[src/core/scb_sysref_cal_defs.svh]
// constants of the reference-pulse calibration register bank
// assumes byte-wide register access on the sampling clock
`ifndef SCB_SYSREF_CAL_DEFS_SVH
`define SCB_SYSREF_CAL_DEFS_SVH

// ----------------------------------------------------------------------
// register byte addresses
// ----------------------------------------------------------------------
`define SCB_ADDR_CFG        12'h2B1
`define SCB_ADDR_STAT0      12'h2B2
`define SCB_ADDR_STAT1      12'h2B3
`define SCB_ADDR_STAT2      12'h2B4
`define SCB_ADDR_MAN0       12'h2B5
`define SCB_ADDR_MAN1       12'h2B6
`define SCB_ADDR_MAN2       12'h2B7

// ----------------------------------------------------------------------
// field positions and reset values
// ----------------------------------------------------------------------
`define SCB_CFG_HDUR_LSB    2'h0
`define SCB_CFG_AVG_LSB     2'h2
`define SCB_CFG_RESET       4'h5
`define SCB_STAT_DONE_BIT   5'h11
`define SCB_MAN_RESET       17'h00000

// ----------------------------------------------------------------------
// timing counts, in sampling-clock cycles
// ----------------------------------------------------------------------
`define SCB_CAL_STEP_CYCLES 32'h00004C00
`define SCB_PERIOD_MAX_0    16'h0055
`define SCB_PERIOD_MAX_1    16'h044C
`define SCB_PERIOD_MAX_2    16'h1450
`define SCB_PERIOD_MAX_3    16'h544C

`endif

[src/core/scb_pkg.sv]
// types and shared decoders of the reference-pulse calibration bank
// assumes the constants header is on the include path
`include "scb_sysref_cal_defs.svh"

package scb_pkg;

	// ------------------------------------------------------------------
	// carriers
	// ------------------------------------------------------------------
	typedef struct packed {
		logic       invert;     // sampling clock inverted
		logic [7:0] coarse;     // coarse delay setting
		logic [7:0] fine;       // fine delay setting
	} scb_delay_t;

	typedef struct packed {
		logic [1:0] avg;        // averaging code
		logic [1:0] hdur;       // accumulation-length code
	} scb_cfg_t;

	typedef enum logic [1:0] {
		SCB_IDLE,
		SCB_RUN,
		SCB_DONE,
		SCB_FAIL
	} scb_state_t;

	// ------------------------------------------------------------------
	// decoders
	// ------------------------------------------------------------------
	// code 0..3 gives 4, 16, 64, 256
	function automatic logic [8:0] scb_count_sel(input logic [1:0] code);
		logic [8:0] r;
		r = 9'h004 << {code, 1'b0};
		return r;
	endfunction

	// longest supported reference period per accumulation-length code
	function automatic logic [15:0] scb_period_max(input logic [1:0] code);
		logic [15:0] r;
		unique case (code)
			2'h0: r = `SCB_PERIOD_MAX_0;
			2'h1: r = `SCB_PERIOD_MAX_1;
			2'h2: r = `SCB_PERIOD_MAX_2;
			2'h3: r = `SCB_PERIOD_MAX_3;
		endcase
		return r;
	endfunction

endpackage

[src/core/scb_period_mon.sv]
// reference pulse period monitor
// assumes the pulse pin is asynchronous to core_clk
`timescale 1ns/10ps
`include "scb_sysref_cal_defs.svh"

module scb_period_mon (
	input  wire logic       core_clk,    // sampling clock
	input  wire logic       nrst,        // async reset, active low
	input  wire logic       sysref_pin,  // reference pulse pin
	input  wire logic       arm,         // restart measurement
	input  wire logic [1:0] hdur_code,   // accumulation-length code
	output logic            over_q       // period beyond supported limit
);

	// ------------------------------------------------------------------
	// synchroniser and edge detect
	// ------------------------------------------------------------------
	logic        sync1_q;
	logic        sync2_q;
	logic        sync3_q;
	logic [15:0] cnt_q;
	logic [15:0] cnt_d;
	logic        rise_w;
	logic        sat_w;
	logic [15:0] limit_w;

	// two flops before any logic reads the pin
	always_ff @(posedge core_clk or negedge nrst) begin
		if (!nrst) begin
			sync1_q <= 1'b0;
			sync2_q <= 1'b0;
			sync3_q <= 1'b0;
		end else begin
			sync1_q <= sysref_pin;
			sync2_q <= sync1_q;
			sync3_q <= sync2_q;
		end
	end

	// ------------------------------------------------------------------
	// interval counter
	// ------------------------------------------------------------------
	assign rise_w  = sync2_q & ~sync3_q;
	assign sat_w   = &cnt_q;
	assign limit_w = scb_pkg::scb_period_max(hdur_code);
	assign cnt_d   = (arm | rise_w) ? 16'h0000 : (sat_w ? cnt_q : cnt_q + 16'h0001);

	// count cycles since the last edge; flag an overlong interval
	always_ff @(posedge core_clk or negedge nrst) begin
		if (!nrst) begin
			cnt_q  <= 16'h0000;
			over_q <= 1'b0;
		end else begin
			cnt_q  <= cnt_d;
			over_q <= arm ? 1'b0 : (over_q | (cnt_q > limit_w));
		end
	end

endmodule // scb_period_mon

[src/core/scb_sysref_cal.sv]
// configuration, status and manual delay registers of the
// reference-pulse timing calibration, with its run sequencer
// assumes byte register port, enable bit and measurement engine
// all on core_clk; the reference pulse pin is asynchronous
`timescale 1ns/10ps
`include "scb_sysref_cal_defs.svh"

// Function
// - averaging code selects 4/16/64/256 accumulations
// - length code selects 4/16/64/256 cycles
// - overlong reference period makes calibration fail
// - calibration ends within bounded cycle count
// - configuration resets 0x05, upper nibble reserved
// - done reads one only enabled and complete
// - result valid only while done reads one
// - status is 24-bit read-only at 0x2B2
// - manual delay spans 0x2B5-0x2B7, resets zero
// - enable rise starts; manual ignored while enabled
// - disabled: manual register drives aperture delay
module scb_sysref_cal #(
	parameter int unsigned CAL_STEP_CYCLES = `SCB_CAL_STEP_CYCLES
) (
	input  wire logic              core_clk,          // sampling clock
	input  wire logic              nrst,              // async reset, active low
	input  wire logic [11:0]       reg_addr,          // register byte address
	input  wire logic [7:0]        reg_wdata,         // write byte
	input  wire logic              reg_wr,            // write strobe
	input  wire logic              reg_rd,            // read strobe
	output logic [7:0]             reg_rdata_q,       // read byte, next cycle
	input  wire logic              cal_enable,        // calibration enable bit
	input  wire logic              sysref_pin,        // reference pulse pin
	input  wire logic              eng_done,          // engine finished, pulse
	input  wire scb_pkg::scb_delay_t eng_result,      // engine delay result
	output logic                   cal_start_q,       // engine start, pulse
	output logic                   cal_busy_q,        // sequence running
	output logic                   cal_fail_q,        // sequence failed
	output logic [8:0]             cal_avg_count_q,   // accumulations per measure
	output logic [8:0]             cal_accum_cycles_q, // cycles per accumulation
	output scb_pkg::scb_delay_t    aperture_delay_q   // applied aperture delay
);

	// ------------------------------------------------------------------
	// state
	// ------------------------------------------------------------------
	scb_pkg::scb_cfg_t   cal_config_reg_q;
	scb_pkg::scb_delay_t manual_aperture_delay_q;
	scb_pkg::scb_delay_t cal_delay_result_q;
	scb_pkg::scb_state_t state_q;
	scb_pkg::scb_state_t state_d;
	logic                en_q;
	logic [17:0]         timer_q;
	logic [17:0]         timer_d;
	scb_pkg::scb_delay_t delay_d;

	// bound of one run for the current configuration
	function automatic logic [17:0] cal_bound(input scb_pkg::scb_cfg_t c);
		logic [3:0] s;
		// four bits: codes 3 and 3 plus 2 give 8, which three bits would wrap to 0
		s = {2'b00, c.avg} + {2'b00, c.hdur} + 4'h2;
		return 18'(CAL_STEP_CYCLES * s);
	endfunction

	// ------------------------------------------------------------------
	// decode
	// ------------------------------------------------------------------
	logic        en_rise_w;
	logic        over_w;
	logic        cal_complete_flag;
	logic [23:0] cal_status_reg;
	logic [23:0] man_word_w;
	logic [7:0]  rd_mux_w;
	logic        wr_cfg_w;
	logic        wr_man0_w;
	logic        wr_man1_w;
	logic        wr_man2_w;
	logic        run_w;

	assign en_rise_w = cal_enable & ~en_q;
	assign run_w     = (state_q == scb_pkg::SCB_RUN);
	// done only while enabled and the sequence completed
	assign cal_complete_flag = (state_q == scb_pkg::SCB_DONE) & cal_enable;
	// result hidden unless done; reserved bits zero
	assign cal_status_reg = {6'h00, cal_complete_flag,
		cal_complete_flag ? cal_delay_result_q : 17'h00000};
	assign man_word_w = {7'h00, manual_aperture_delay_q};

	// write strobes; status bytes take no write
	assign wr_cfg_w  = reg_wr & (reg_addr == `SCB_ADDR_CFG);
	assign wr_man0_w = reg_wr & (reg_addr == `SCB_ADDR_MAN0);
	assign wr_man1_w = reg_wr & (reg_addr == `SCB_ADDR_MAN1);
	assign wr_man2_w = reg_wr & (reg_addr == `SCB_ADDR_MAN2);

	// read selection, unmapped addresses read zero
	assign rd_mux_w =
		(reg_addr == `SCB_ADDR_CFG)   ? {4'h0, cal_config_reg_q} :
		(reg_addr == `SCB_ADDR_STAT0) ? cal_status_reg[7:0]   :
		(reg_addr == `SCB_ADDR_STAT1) ? cal_status_reg[15:8]  :
		(reg_addr == `SCB_ADDR_STAT2) ? cal_status_reg[23:16] :
		(reg_addr == `SCB_ADDR_MAN0)  ? man_word_w[7:0]       :
		(reg_addr == `SCB_ADDR_MAN1)  ? man_word_w[15:8]      :
		(reg_addr == `SCB_ADDR_MAN2)  ? man_word_w[23:16]     : 8'h00;

	// ------------------------------------------------------------------
	// period monitor
	// ------------------------------------------------------------------
	scb_period_mon u_period_mon (
		.core_clk  (core_clk),
		.nrst      (nrst),
		.sysref_pin(sysref_pin),
		.arm       (en_rise_w),
		.hdur_code (cal_config_reg_q.hdur),
		.over_q    (over_w)
	);

	// ------------------------------------------------------------------
	// sequencer
	// ------------------------------------------------------------------
	// engine completion wins over failure in the same cycle
	always_comb begin
		state_d = state_q;
		timer_d = timer_q;
		if (!cal_enable) begin
			state_d = scb_pkg::SCB_IDLE;
		end else if (en_rise_w) begin
			state_d = scb_pkg::SCB_RUN;
			timer_d = cal_bound(cal_config_reg_q) - 18'h00001;
		end else begin
			unique case (state_q)
				scb_pkg::SCB_RUN: begin
					if (eng_done) begin
						state_d = scb_pkg::SCB_DONE;
					end else if (over_w) begin
						state_d = scb_pkg::SCB_FAIL;
					end else if (timer_q == 18'h00000) begin
						state_d = scb_pkg::SCB_FAIL;
					end else begin
						timer_d = timer_q - 18'h00001;
					end
				end
				scb_pkg::SCB_IDLE: state_d = state_q;
				scb_pkg::SCB_DONE: state_d = state_q;
				scb_pkg::SCB_FAIL: state_d = state_q;
			endcase
		end
	end

	// applied delay: manual when disabled, result once done
	assign delay_d = !cal_enable ? manual_aperture_delay_q :
		(state_q == scb_pkg::SCB_DONE) ? cal_delay_result_q : aperture_delay_q;

	always_ff @(posedge core_clk or negedge nrst) begin
		if (!nrst) begin
			state_q <= scb_pkg::SCB_IDLE;
			en_q    <= 1'b0;
			timer_q <= 18'h00000;
		end else begin
			state_q <= state_d;
			en_q    <= cal_enable;
			timer_q <= timer_d;
		end
	end

	// capture of the engine result with its three fields
	always_ff @(posedge core_clk or negedge nrst) begin
		if (!nrst) begin
			cal_delay_result_q <= 17'h00000;
		end else if (run_w & eng_done & cal_enable & ~en_rise_w) begin
			cal_delay_result_q <= eng_result;
		end
	end

	// ------------------------------------------------------------------
	// registers
	// ------------------------------------------------------------------
	// configuration and manual delay, reserved bits dropped
	always_ff @(posedge core_clk or negedge nrst) begin
		if (!nrst) begin
			cal_config_reg_q        <= `SCB_CFG_RESET;
			manual_aperture_delay_q <= `SCB_MAN_RESET;
		end else begin
			if (wr_cfg_w) cal_config_reg_q <= reg_wdata[3:0];
			if (wr_man0_w) manual_aperture_delay_q.fine <= reg_wdata;
			if (wr_man1_w) manual_aperture_delay_q.coarse <= reg_wdata;
			if (wr_man2_w) manual_aperture_delay_q.invert <= reg_wdata[0];
		end
	end

	// registered outputs
	always_ff @(posedge core_clk or negedge nrst) begin
		if (!nrst) begin
			reg_rdata_q        <= 8'h00;
			cal_start_q        <= 1'b0;
			cal_busy_q         <= 1'b0;
			cal_fail_q         <= 1'b0;
			cal_avg_count_q    <= 9'h010;
			cal_accum_cycles_q <= 9'h010;
			aperture_delay_q   <= 17'h00000;
		end else begin
			if (reg_rd) reg_rdata_q <= rd_mux_w;
			cal_start_q        <= en_rise_w;
			cal_busy_q         <= (state_d == scb_pkg::SCB_RUN);
			cal_fail_q         <= (state_d == scb_pkg::SCB_FAIL);
			cal_avg_count_q    <= scb_pkg::scb_count_sel(cal_config_reg_q.avg);
			cal_accum_cycles_q <= scb_pkg::scb_count_sel(cal_config_reg_q.hdur);
			aperture_delay_q   <= delay_d;
		end
	end

	// ------------------------------------------------------------------
	// checks
	// ------------------------------------------------------------------
	// age of the current run and the bound it started with
	logic [17:0] chk_age_q;
	logic [17:0] chk_lim_q;
	always_ff @(posedge core_clk or negedge nrst) begin
		if (!nrst) begin
			chk_age_q <= 18'h00000;
			chk_lim_q <= 18'h00000;
		end else begin
			chk_age_q <= en_rise_w ? 18'h00000 : (run_w ? chk_age_q + 18'h00001 : chk_age_q);
			if (en_rise_w) chk_lim_q <= cal_bound(cal_config_reg_q);
		end
	end

	property p_start_on_rise;
		@(posedge core_clk) disable iff (!nrst)
		(cal_enable && !en_q) |=> (cal_start_q && cal_busy_q && run_w);
	endproperty
	a_start_on_rise: assert property (p_start_on_rise)
		else $error("no start after enable rise");

	property p_done_clear_at_start;
		@(posedge core_clk) disable iff (!nrst)
		cal_start_q |-> !cal_complete_flag ##1 (!cal_complete_flag || !run_w);
	endproperty
	a_done_clear_at_start: assert property (p_done_clear_at_start)
		else $error("done flag set at start");

	property p_done_needs_enable;
		@(posedge core_clk) disable iff (!nrst)
		!cal_enable |-> !cal_complete_flag;
	endproperty
	a_done_needs_enable: assert property (p_done_needs_enable)
		else $error("done set while disabled");

	property p_done_read_disabled;
		@(posedge core_clk) disable iff (!nrst)
		(reg_rd && reg_addr == `SCB_ADDR_STAT2 && !cal_enable) |=> (reg_rdata_q[1] == 1'b0);
	endproperty
	a_done_read_disabled: assert property (p_done_read_disabled)
		else $error("done bit read high while disabled");

	property p_manual_drives;
		@(posedge core_clk) disable iff (!nrst)
		!cal_enable |=> (aperture_delay_q == $past(manual_aperture_delay_q));
	endproperty
	a_manual_drives: assert property (p_manual_drives)
		else $error("manual delay not applied");

	property p_run_bounded;
		@(posedge core_clk) disable iff (!nrst)
		run_w |-> (chk_age_q < chk_lim_q);
	endproperty
	a_run_bounded: assert property (p_run_bounded)
		else $error("calibration ran past bound");

	property p_over_fails;
		@(posedge core_clk) disable iff (!nrst)
		(run_w && cal_enable && !en_rise_w && !eng_done && over_w) |=> cal_fail_q;
	endproperty
	a_over_fails: assert property (p_over_fails)
		else $error("overlong period did not fail");

	property p_result_hidden;
		@(posedge core_clk) disable iff (!nrst)
		(reg_rd && reg_addr == `SCB_ADDR_STAT2 && !cal_complete_flag) |=> (reg_rdata_q == 8'h00);
	endproperty
	a_result_hidden: assert property (p_result_hidden)
		else $error("status shows data while not done");

	property p_cfg_reserved;
		@(posedge core_clk) disable iff (!nrst)
		(reg_rd && reg_addr == `SCB_ADDR_CFG) |=> (reg_rdata_q[7:4] == 4'h0);
	endproperty
	a_cfg_reserved: assert property (p_cfg_reserved)
		else $error("reserved configuration bits nonzero");

	property p_result_capture;
		@(posedge core_clk) disable iff (!nrst)
		(run_w && eng_done && cal_enable && !en_rise_w) |=> ##1
			(aperture_delay_q == $past(eng_result, 2) || !cal_enable);
	endproperty
	a_result_capture: assert property (p_result_capture)
		else $error("result not applied after done");

	property p_avg_decode;
		@(posedge core_clk) disable iff (!nrst)
		(wr_cfg_w && reg_wdata[3:2] == 2'h3) |=> ##1 (cal_avg_count_q == 9'h100);
	endproperty
	a_avg_decode: assert property (p_avg_decode)
		else $error("averaging count wrong");

	property p_man_write;
		@(posedge core_clk) disable iff (!nrst)
		wr_man1_w |=> (manual_aperture_delay_q.coarse == $past(reg_wdata));
	endproperty
	a_man_write: assert property (p_man_write)
		else $error("manual coarse byte not written");

	c_done: cover property (@(posedge core_clk) disable iff (!nrst)
		run_w ##1 cal_complete_flag);
	c_fail: cover property (@(posedge core_clk) disable iff (!nrst)
		run_w ##1 cal_fail_q);
	c_restart: cover property (@(posedge core_clk) disable iff (!nrst)
		cal_complete_flag ##[1:20] cal_start_q);

endmodule // scb_sysref_cal

[config.mk]
export PLATFORM = sky130hd
export DESIGN_NAME = scb_sysref_cal
export DESIGN_NICKNAME = d
export VERILOG_FILES = /design/src/core/scb_pkg.sv /design/src/core/scb_period_mon.sv /design/src/core/scb_sysref_cal.sv
export VERILOG_INCLUDE_DIRS = /design/src /design/src/core
export SDC_FILE = /design/constraint.sdc
export NUM_CORES = 1
export LEC_CHECK = 0
export ABC_AREA = 1
export BUFFER_PORTS_ARGS = -buffer_cell sky130_fd_sc_hd__buf_2
export CORE_MARGIN = 1.5
export CORE_UTILIZATION = 45
export CTS_BUF_LIST = sky130_fd_sc_hd__clkbuf_8 sky130_fd_sc_hd__clkbuf_16
export DETAILED_ROUTE_END_ITERATION = 10
export GPL_TIMING_DRIVEN = 1
export PLACE_DENSITY = 0.62
export SYNTH_ARGS = -nofsm -noshare
export SYNTH_HDL_FRONTEND = slang
export SYNTH_HIERARCHICAL = 1
export SYNTH_SLANG_ARGS = --single-unit
[constraint.sdc]
create_clock -name core_clk -period 5 [get_ports core_clk]
set_clock_uncertainty 0.2 [all_clocks]
set_input_delay 0.5 -clock core_clk [delete_from_list [all_inputs] [get_ports core_clk]]
set_output_delay 0.5 -clock core_clk [all_outputs]
set_load 0.005 [all_outputs]
Word-level counts from Yosys, hierarchy flattened
Cells that the tools add are included.
- add/subtract/negate cells: 5
- multiply operators: 1
- $lt $le $gt $ge: 1
- eq/ne operators: 20
- shift operators: 2
- multiplexer cells: 25
- bitwise logic cells: 15
- reductions and logical operators: 7
- operators with widths (kind ; count):
    $mux 18 ; 5
    $eq 12x10->1 const B ; 7
    $pmux 16 s4 ; 1
    $mux 17 ; 3
    $mux 8 ; 6
    $sub 18x1->18 const B ; 2
    $mux 16 ; 2
    $logic_not 18->1 ; 1
    $shl 3x3->9 const A ; 2
    $add 16x1->16 const B ; 1
    $gt 16x16->1 ; 1
    $reduce_and 16->1 ; 1
    $and 1x1->1 ; 10
    $eq 2x2->1 const B ; 5
    $mux 2 ; 5
    $mul 5x4->8 const A ; 1
    $eq 2x1->1 const B ; 3
    $ne 2x2->1 const B ; 3
    $reduce_and 5->1 ; 1
    $add 3x2->4 const B ; 1
    $logic_not 2->1 ; 2
    $ne 2x1->1 const B ; 2
    $pmux 2 s2 ; 1
    $add 2x2->3 ; 1
    5 further kinds ; 9
- register bits after elaboration: 125
- word-level logic and storage cells: 101

Logic depth before layout (Yosys ltp)
- depth in word-level cells: 8
- depth in mapped cells: 19

Cells and area by module
The synthesis kept the hierarchy.
- by module, submodules not included (module ; times used ; cells an instance ; area each (um2) ; sequential area each (um2)):
    scb_sysref_cal ; 1 ; 653 ; 5250.0 ; 2382.3
    scb_period_mon ; 1 ; 170 ; 1271.2 ; 500.5

Worst setup path after synthesis
Ideal clock, no wire load.
- path kind: reg-to-reg
- start point: register cal_config_reg_q[0] in the netlist's numbering
- end point: register timer_q[17]
- data arrival time: 2.991 ns
- data required time: 4.716 ns
- setup slack: 1.725 ns
- stages on the path, launching flop included: 14
- path through: dfstp_2 -> ha_1 -> fa_1 -> inv_1 -> fa_1 -> ha_1 -> ha_1 -> inv_1 -> nand4_1 -> nor2_1 -> nand3_1 -> nand2_1 -> nand3_1 -> a21boi_0
- cells in the longest elaborated chain, start to end: 5
- ends and longest elaborated chain (what ; RTL line ; RTL):
    start: declaration ; scb_sysref_cal.sv:45 ; scb_pkg::scb_cfg_t cal_config_reg_q;
    start signal: assignment ; scb_sysref_cal.sv:178 ; cal_config_reg_q <= `SCB_CFG_RESET;
    start signal: assignment ; scb_sysref_cal.sv:181 ; if (wr_cfg_w) cal_config_reg_q <= reg_wdata[3:0];
    $add 2x2->3 ; -- ;
    $add 3x2->4 ; -- ;
    $mul 5x4->8 ; -- ;
    $sub 18x1->18 ; scb_sysref_cal.sv:126 ; timer_d = cal_bound(cal_config_reg_q) - 18'h00001;
    $mux 18 ; scb_sysref_cal.sv:124 ; end else if (en_rise_w) begin
    end signal: assignment ; scb_sysref_cal.sv:159 ; timer_q <= timer_d;
    end: declaration ; scb_sysref_cal.sv:51 ; logic [17:0] timer_q;
Every way passes these cells.
A chain may end at the register's enable or synchronous reset.

Worst setup path after layout
Ends and elaborated chain as after synthesis.

==> results.yml <==
run_status:
  status: "complete, no violations"
synth:
  synth_xor_area_frac: 0.0175
  synth_top_area_share: 0.426
  syn_area_per_cell_sq_um: 7.92
  yosysSeqAreaShare: 0.442
  synth_compound_area_frac: 0.114
  synth.distinct_cells: 44
  synthAdderAreaFrac: 0.0445
  netlist.top_cell.by_area: "dfrtp_1"
  synthSimpleGateAreaFrac: 0.283
  netlist_top_cells_area: "dfrtp_1 (43%), nand2_1 (11%), inv_1 (5.6%)"
  synth_top_family_by_area: "simple AND/OR/NAND/NOR gates"
  synth_warnings: 6
  synth_edf_count: 0
  async_flop_share: 1.00
  netlist_instances: 823
  synth_area_sq_um: 6520
  synth_seq_cells: 115
  muxShareOfSynthArea: 0.00863
  yosys_most_used_dff: "dfrtp_1"
worst_setup_path:
  path_cells: "ha_1 > fa_1 > inv_1 > fa_1 > ha_1 > ha_1 > inv_1 > nand4_1 > nor2_1 > nand3_1 > nand2_1 > nand3_1 > a21boi_0"
  cp.required_ps: 5130
  reg2reg_slack_ps: 1450
  timing.rr.start: "cal_config_reg_q[0]$_DFFE_PN1P_"
  setup.worst_path.end_class: "flip-flop"
  reg2reg_depth: 13
  cpPeakStageDelay_ps: 640
  path_delay_family: "adder cells"
  crit_buf_inv: 2
  arrival_ps: 3680
  cp_max_fo: 12
  r2r-end: "timer_q[17]$_DFFE_PN0P_"
  worst_path_most_repeated_cell: "ha_1"
  start_kind: "flip-flop"
  path_class: "reg -> reg"
  slowest_stage: "dfstp_2"
detailed_routing:
  vias: 5597
  drc_errors: 0
  drtPass1Iterations: 4
  viasPerCell: 5.10
  ant_nets: 0
  drt_wl_total_um: 15300
  drt_iter0_markers: 290
  avgRoutedWirePerCell_um: 13.9
finish:
  fin_area_sq_um: 7650
  instances_no_fill: 1098
  regArea_sq_um: 2880
  drive_above_1_share: 0.182
  syn_to_final_growth_pct: 17.3
  nNetsFinal: 971
  fill_cells: 1370
  antenna_cells: 0
  multi_input_area_sq_um: 3090
clocking:
  cts_resized: 0
  clk_path_buf_depth: 2
  tritoncts: "built"
  numCtsBuffers: 17
  cts_setup_buffers: 0
  clkLatencyLatePin_ps: 420
  cts_sinks: 115
  clkTransAtPathRegs_ps: 60
  clockRootBuffer: "clkbuf_16"
  hold_buffers: 1
  cts_max_level: 4
grt:
  grt_use_total: 0.214
  grt_pass1_wl_um: 25000
  antenna_found_initial: 0
  grt_max_degree: 72
  grt_pass1_vias: 5131
  overflow: 0
power:
  power.density_nw_per_um2: 344
  intPower_w: 0.00192
  clock_power_share: 0.468
  combPwrFrac: 0.119
  peakVddDrop_mv: 0.247
  power_leakage_nw: 4.07
  p_sw_frac: 0.270
  total_power_w: 0.00263
  power.share.sequential: 0.412
  netSwitchingPower_w: 0.000711
timing:
  min_period_ps: 3550
  hold_viol: 0
  rsz0062_at_grt: "no"
  finalSetupViolCount: 0
  min_period_over_period: 0.710
  max_freq_mhz: 282
  setup_tns_ps: 0
  finalMaxSlewViolations: 0
  slew_headroom: 0.414
  worst-slew-pin-transition_ps: 880
placed_design:
  dp_cells: 1065
  routabilityCongestion: 0.866
  dpl.hpwl_um: 11000
  placed_cell_area_sq_um: 7040
  portBuffers: 79
floorplan:
  die_w_um: 123
  die_y_um: 123
  coreArea_sq_um: 14000
  placementRows: 43
  initial_core_util: 0.466
  io_pins: 90
  dieArea_sq_um: 15200
worst_hold_path:
  hp-class: "in -> async"
flow_run:
  cap_violations: 0
==> state kept, by name (all words and copies together) (netlist names) <==
signal and cells:
man_word_w 17, cal_avg_count_q 4, cal_start_q 1, u_period_mon/cnt_q 16
timer_q 18, state_q 2, reg_rdata_q 8, cal_delay_result_q 17
cal_accum_cycles_q 4, aperture_delay_q 17, en_q 1, cal_busy_q 1
u_period_mon/sync3_q 1, u_period_mon/sync1_q 1, u_period_mon/over_q 1, cal_config_reg_q 4
u_period_mon/sync2_q 1, cal_fail_q 1
==> layer usage <==
layer  part of all wire  vias to the layer above  GRT usage
li1                   -                     2829          -
met1               0.50                     2619      0.305
met2               0.44                      127      0.317
met3              0.046                       22     0.0521
met4              0.016                        0     0.0747
met5                  0                        -          0
==> power groups by stage <==
stage	logic, W	registers [W]	clock network, W
after floorplan	0.000231	0.00108	0
after global placement	0.000309	0.00110	0
after detailed placement	0.000315	0.00110	0
after CTS	0.000317	0.00109	0.00125
after global routing	0.000365	0.00110	0.00130
final	0.000314	0.00109	0.00123
==> logic make-up (layout without fill, tap and decap cells) <==
kind of cell,count (synthesis),in the layout
AO/OA/AOI/OAI,123,123
XOR/XNOR,13,13
adder cells (fa/ha/maj),22,22
buffers and inverters,139,225
flip-flops,115,115
multiplexers,5,5
other,1,10
AND/OR/NAND/NOR,405,405
==> per-stage QoR <==
step	worst slack, ps	hold WS [ps]	util
CTS	1450	38.0	0.547
floorplan	1720	4.41	-
detailed placement	1460	145	0.503
finish	1450	11.0	0.547
global route	1210	49.9	0.547
global placement	1530	144	0.503
==> worst max-delay path by stage <==
| stage | start | to | cells after the start |
|---|---|---|---|
| after CTS | cal_config_reg_q[0]$_DFFE_PN1P_ | timer_q[17]$_DFFE_PN0P_ | 13 |
| final | cal_config_reg_q[0]$_DFFE_PN1P_ | timer_q[17]$_DFFE_PN0P_ | 13 |
| after global routing | cal_config_reg_q[0]$_DFFE_PN1P_ | timer_q[17]$_DFFE_PN0P_ | 13 |
| after detailed placement | cal_config_reg_q[0]$_DFFE_PN1P_ | timer_q[17]$_DFFE_PN0P_ | 13 |
| after global placement | cal_config_reg_q[0]$_DFFE_PN1P_ | timer_q[17]$_DFFE_PN0P_ | 13 |
| after floorplan | cal_config_reg_q[0]$_DFFE_PN1P_ | timer_q[17]$_DFFE_PN0P_ | 13 |
==> Yosys cell counts, types with 2 or more instances <==
| cell | number |
|---|---|
| nand3_1 | 47 |
| nor2_4 | 8 |
| nor2_2 | 5 |
| nor3_1 | 9 |
| nor2_1 | 88 |
| fa_1 | 2 |
| a22oi_1 | 4 |
| nor3_2 | 2 |
| o31ai_1 | 5 |
| nand2_1 | 199 |
| o211ai_1 | 6 |
| buf_4 | 13 |
| nand3_2 | 3 |
| inv_2 | 10 |
| o21ai_0 | 42 |
| clkbuf_1 | 12 |
| mux2_2 | 5 |
| a221o_1 | 12 |
| xor2_1 | 8 |
| dfrtp_1 | 111 |
| xnor2_1 | 5 |
| o21ai_2 | 3 |
| or2_2 | 5 |
| o21ai_1 | 9 |
| nand4_1 | 24 |
| a31oi_1 | 3 |
| nand2_4 | 2 |
| nand3b_1 | 8 |
| inv_1 | 97 |
| buf_2 | 5 |
| a21oi_1 | 36 |
| ha_1 | 20 |
| dfstp_2 | 4 |
==> cell usage in the layout, fill, tap and decap left out, types with 6 or more instances in the layout <==
master	instances
nor3_1	9
inv_2	10
nor2_1	88
xor2_1	8
dfrtp_1	111
o21ai_0	42
clkbuf_16	17
buf_4	6
nand2_1	199
o211ai_1	6
a21oi_1	36
a221o_1	12
nand4_1	24
o21ai_1	9
nand3_1	47
inv_1	98
buf_2	78
ha_1	20
nand3b_1	8
nor2_4	8
conb_1	10
==> final cells by class <==
class	count	share of cell area
Clock buffer	18	0.0574
Clock inverter	14	0.0213
Inverter	108	0.0532
Multi-Input combinational cell	578	0.404
Sequential cell	115	0.377
Tap cell	180	0.0294
Timing Repair Buffer	85	0.0582
No activity file was read; power rests on OpenSTA's default activity.
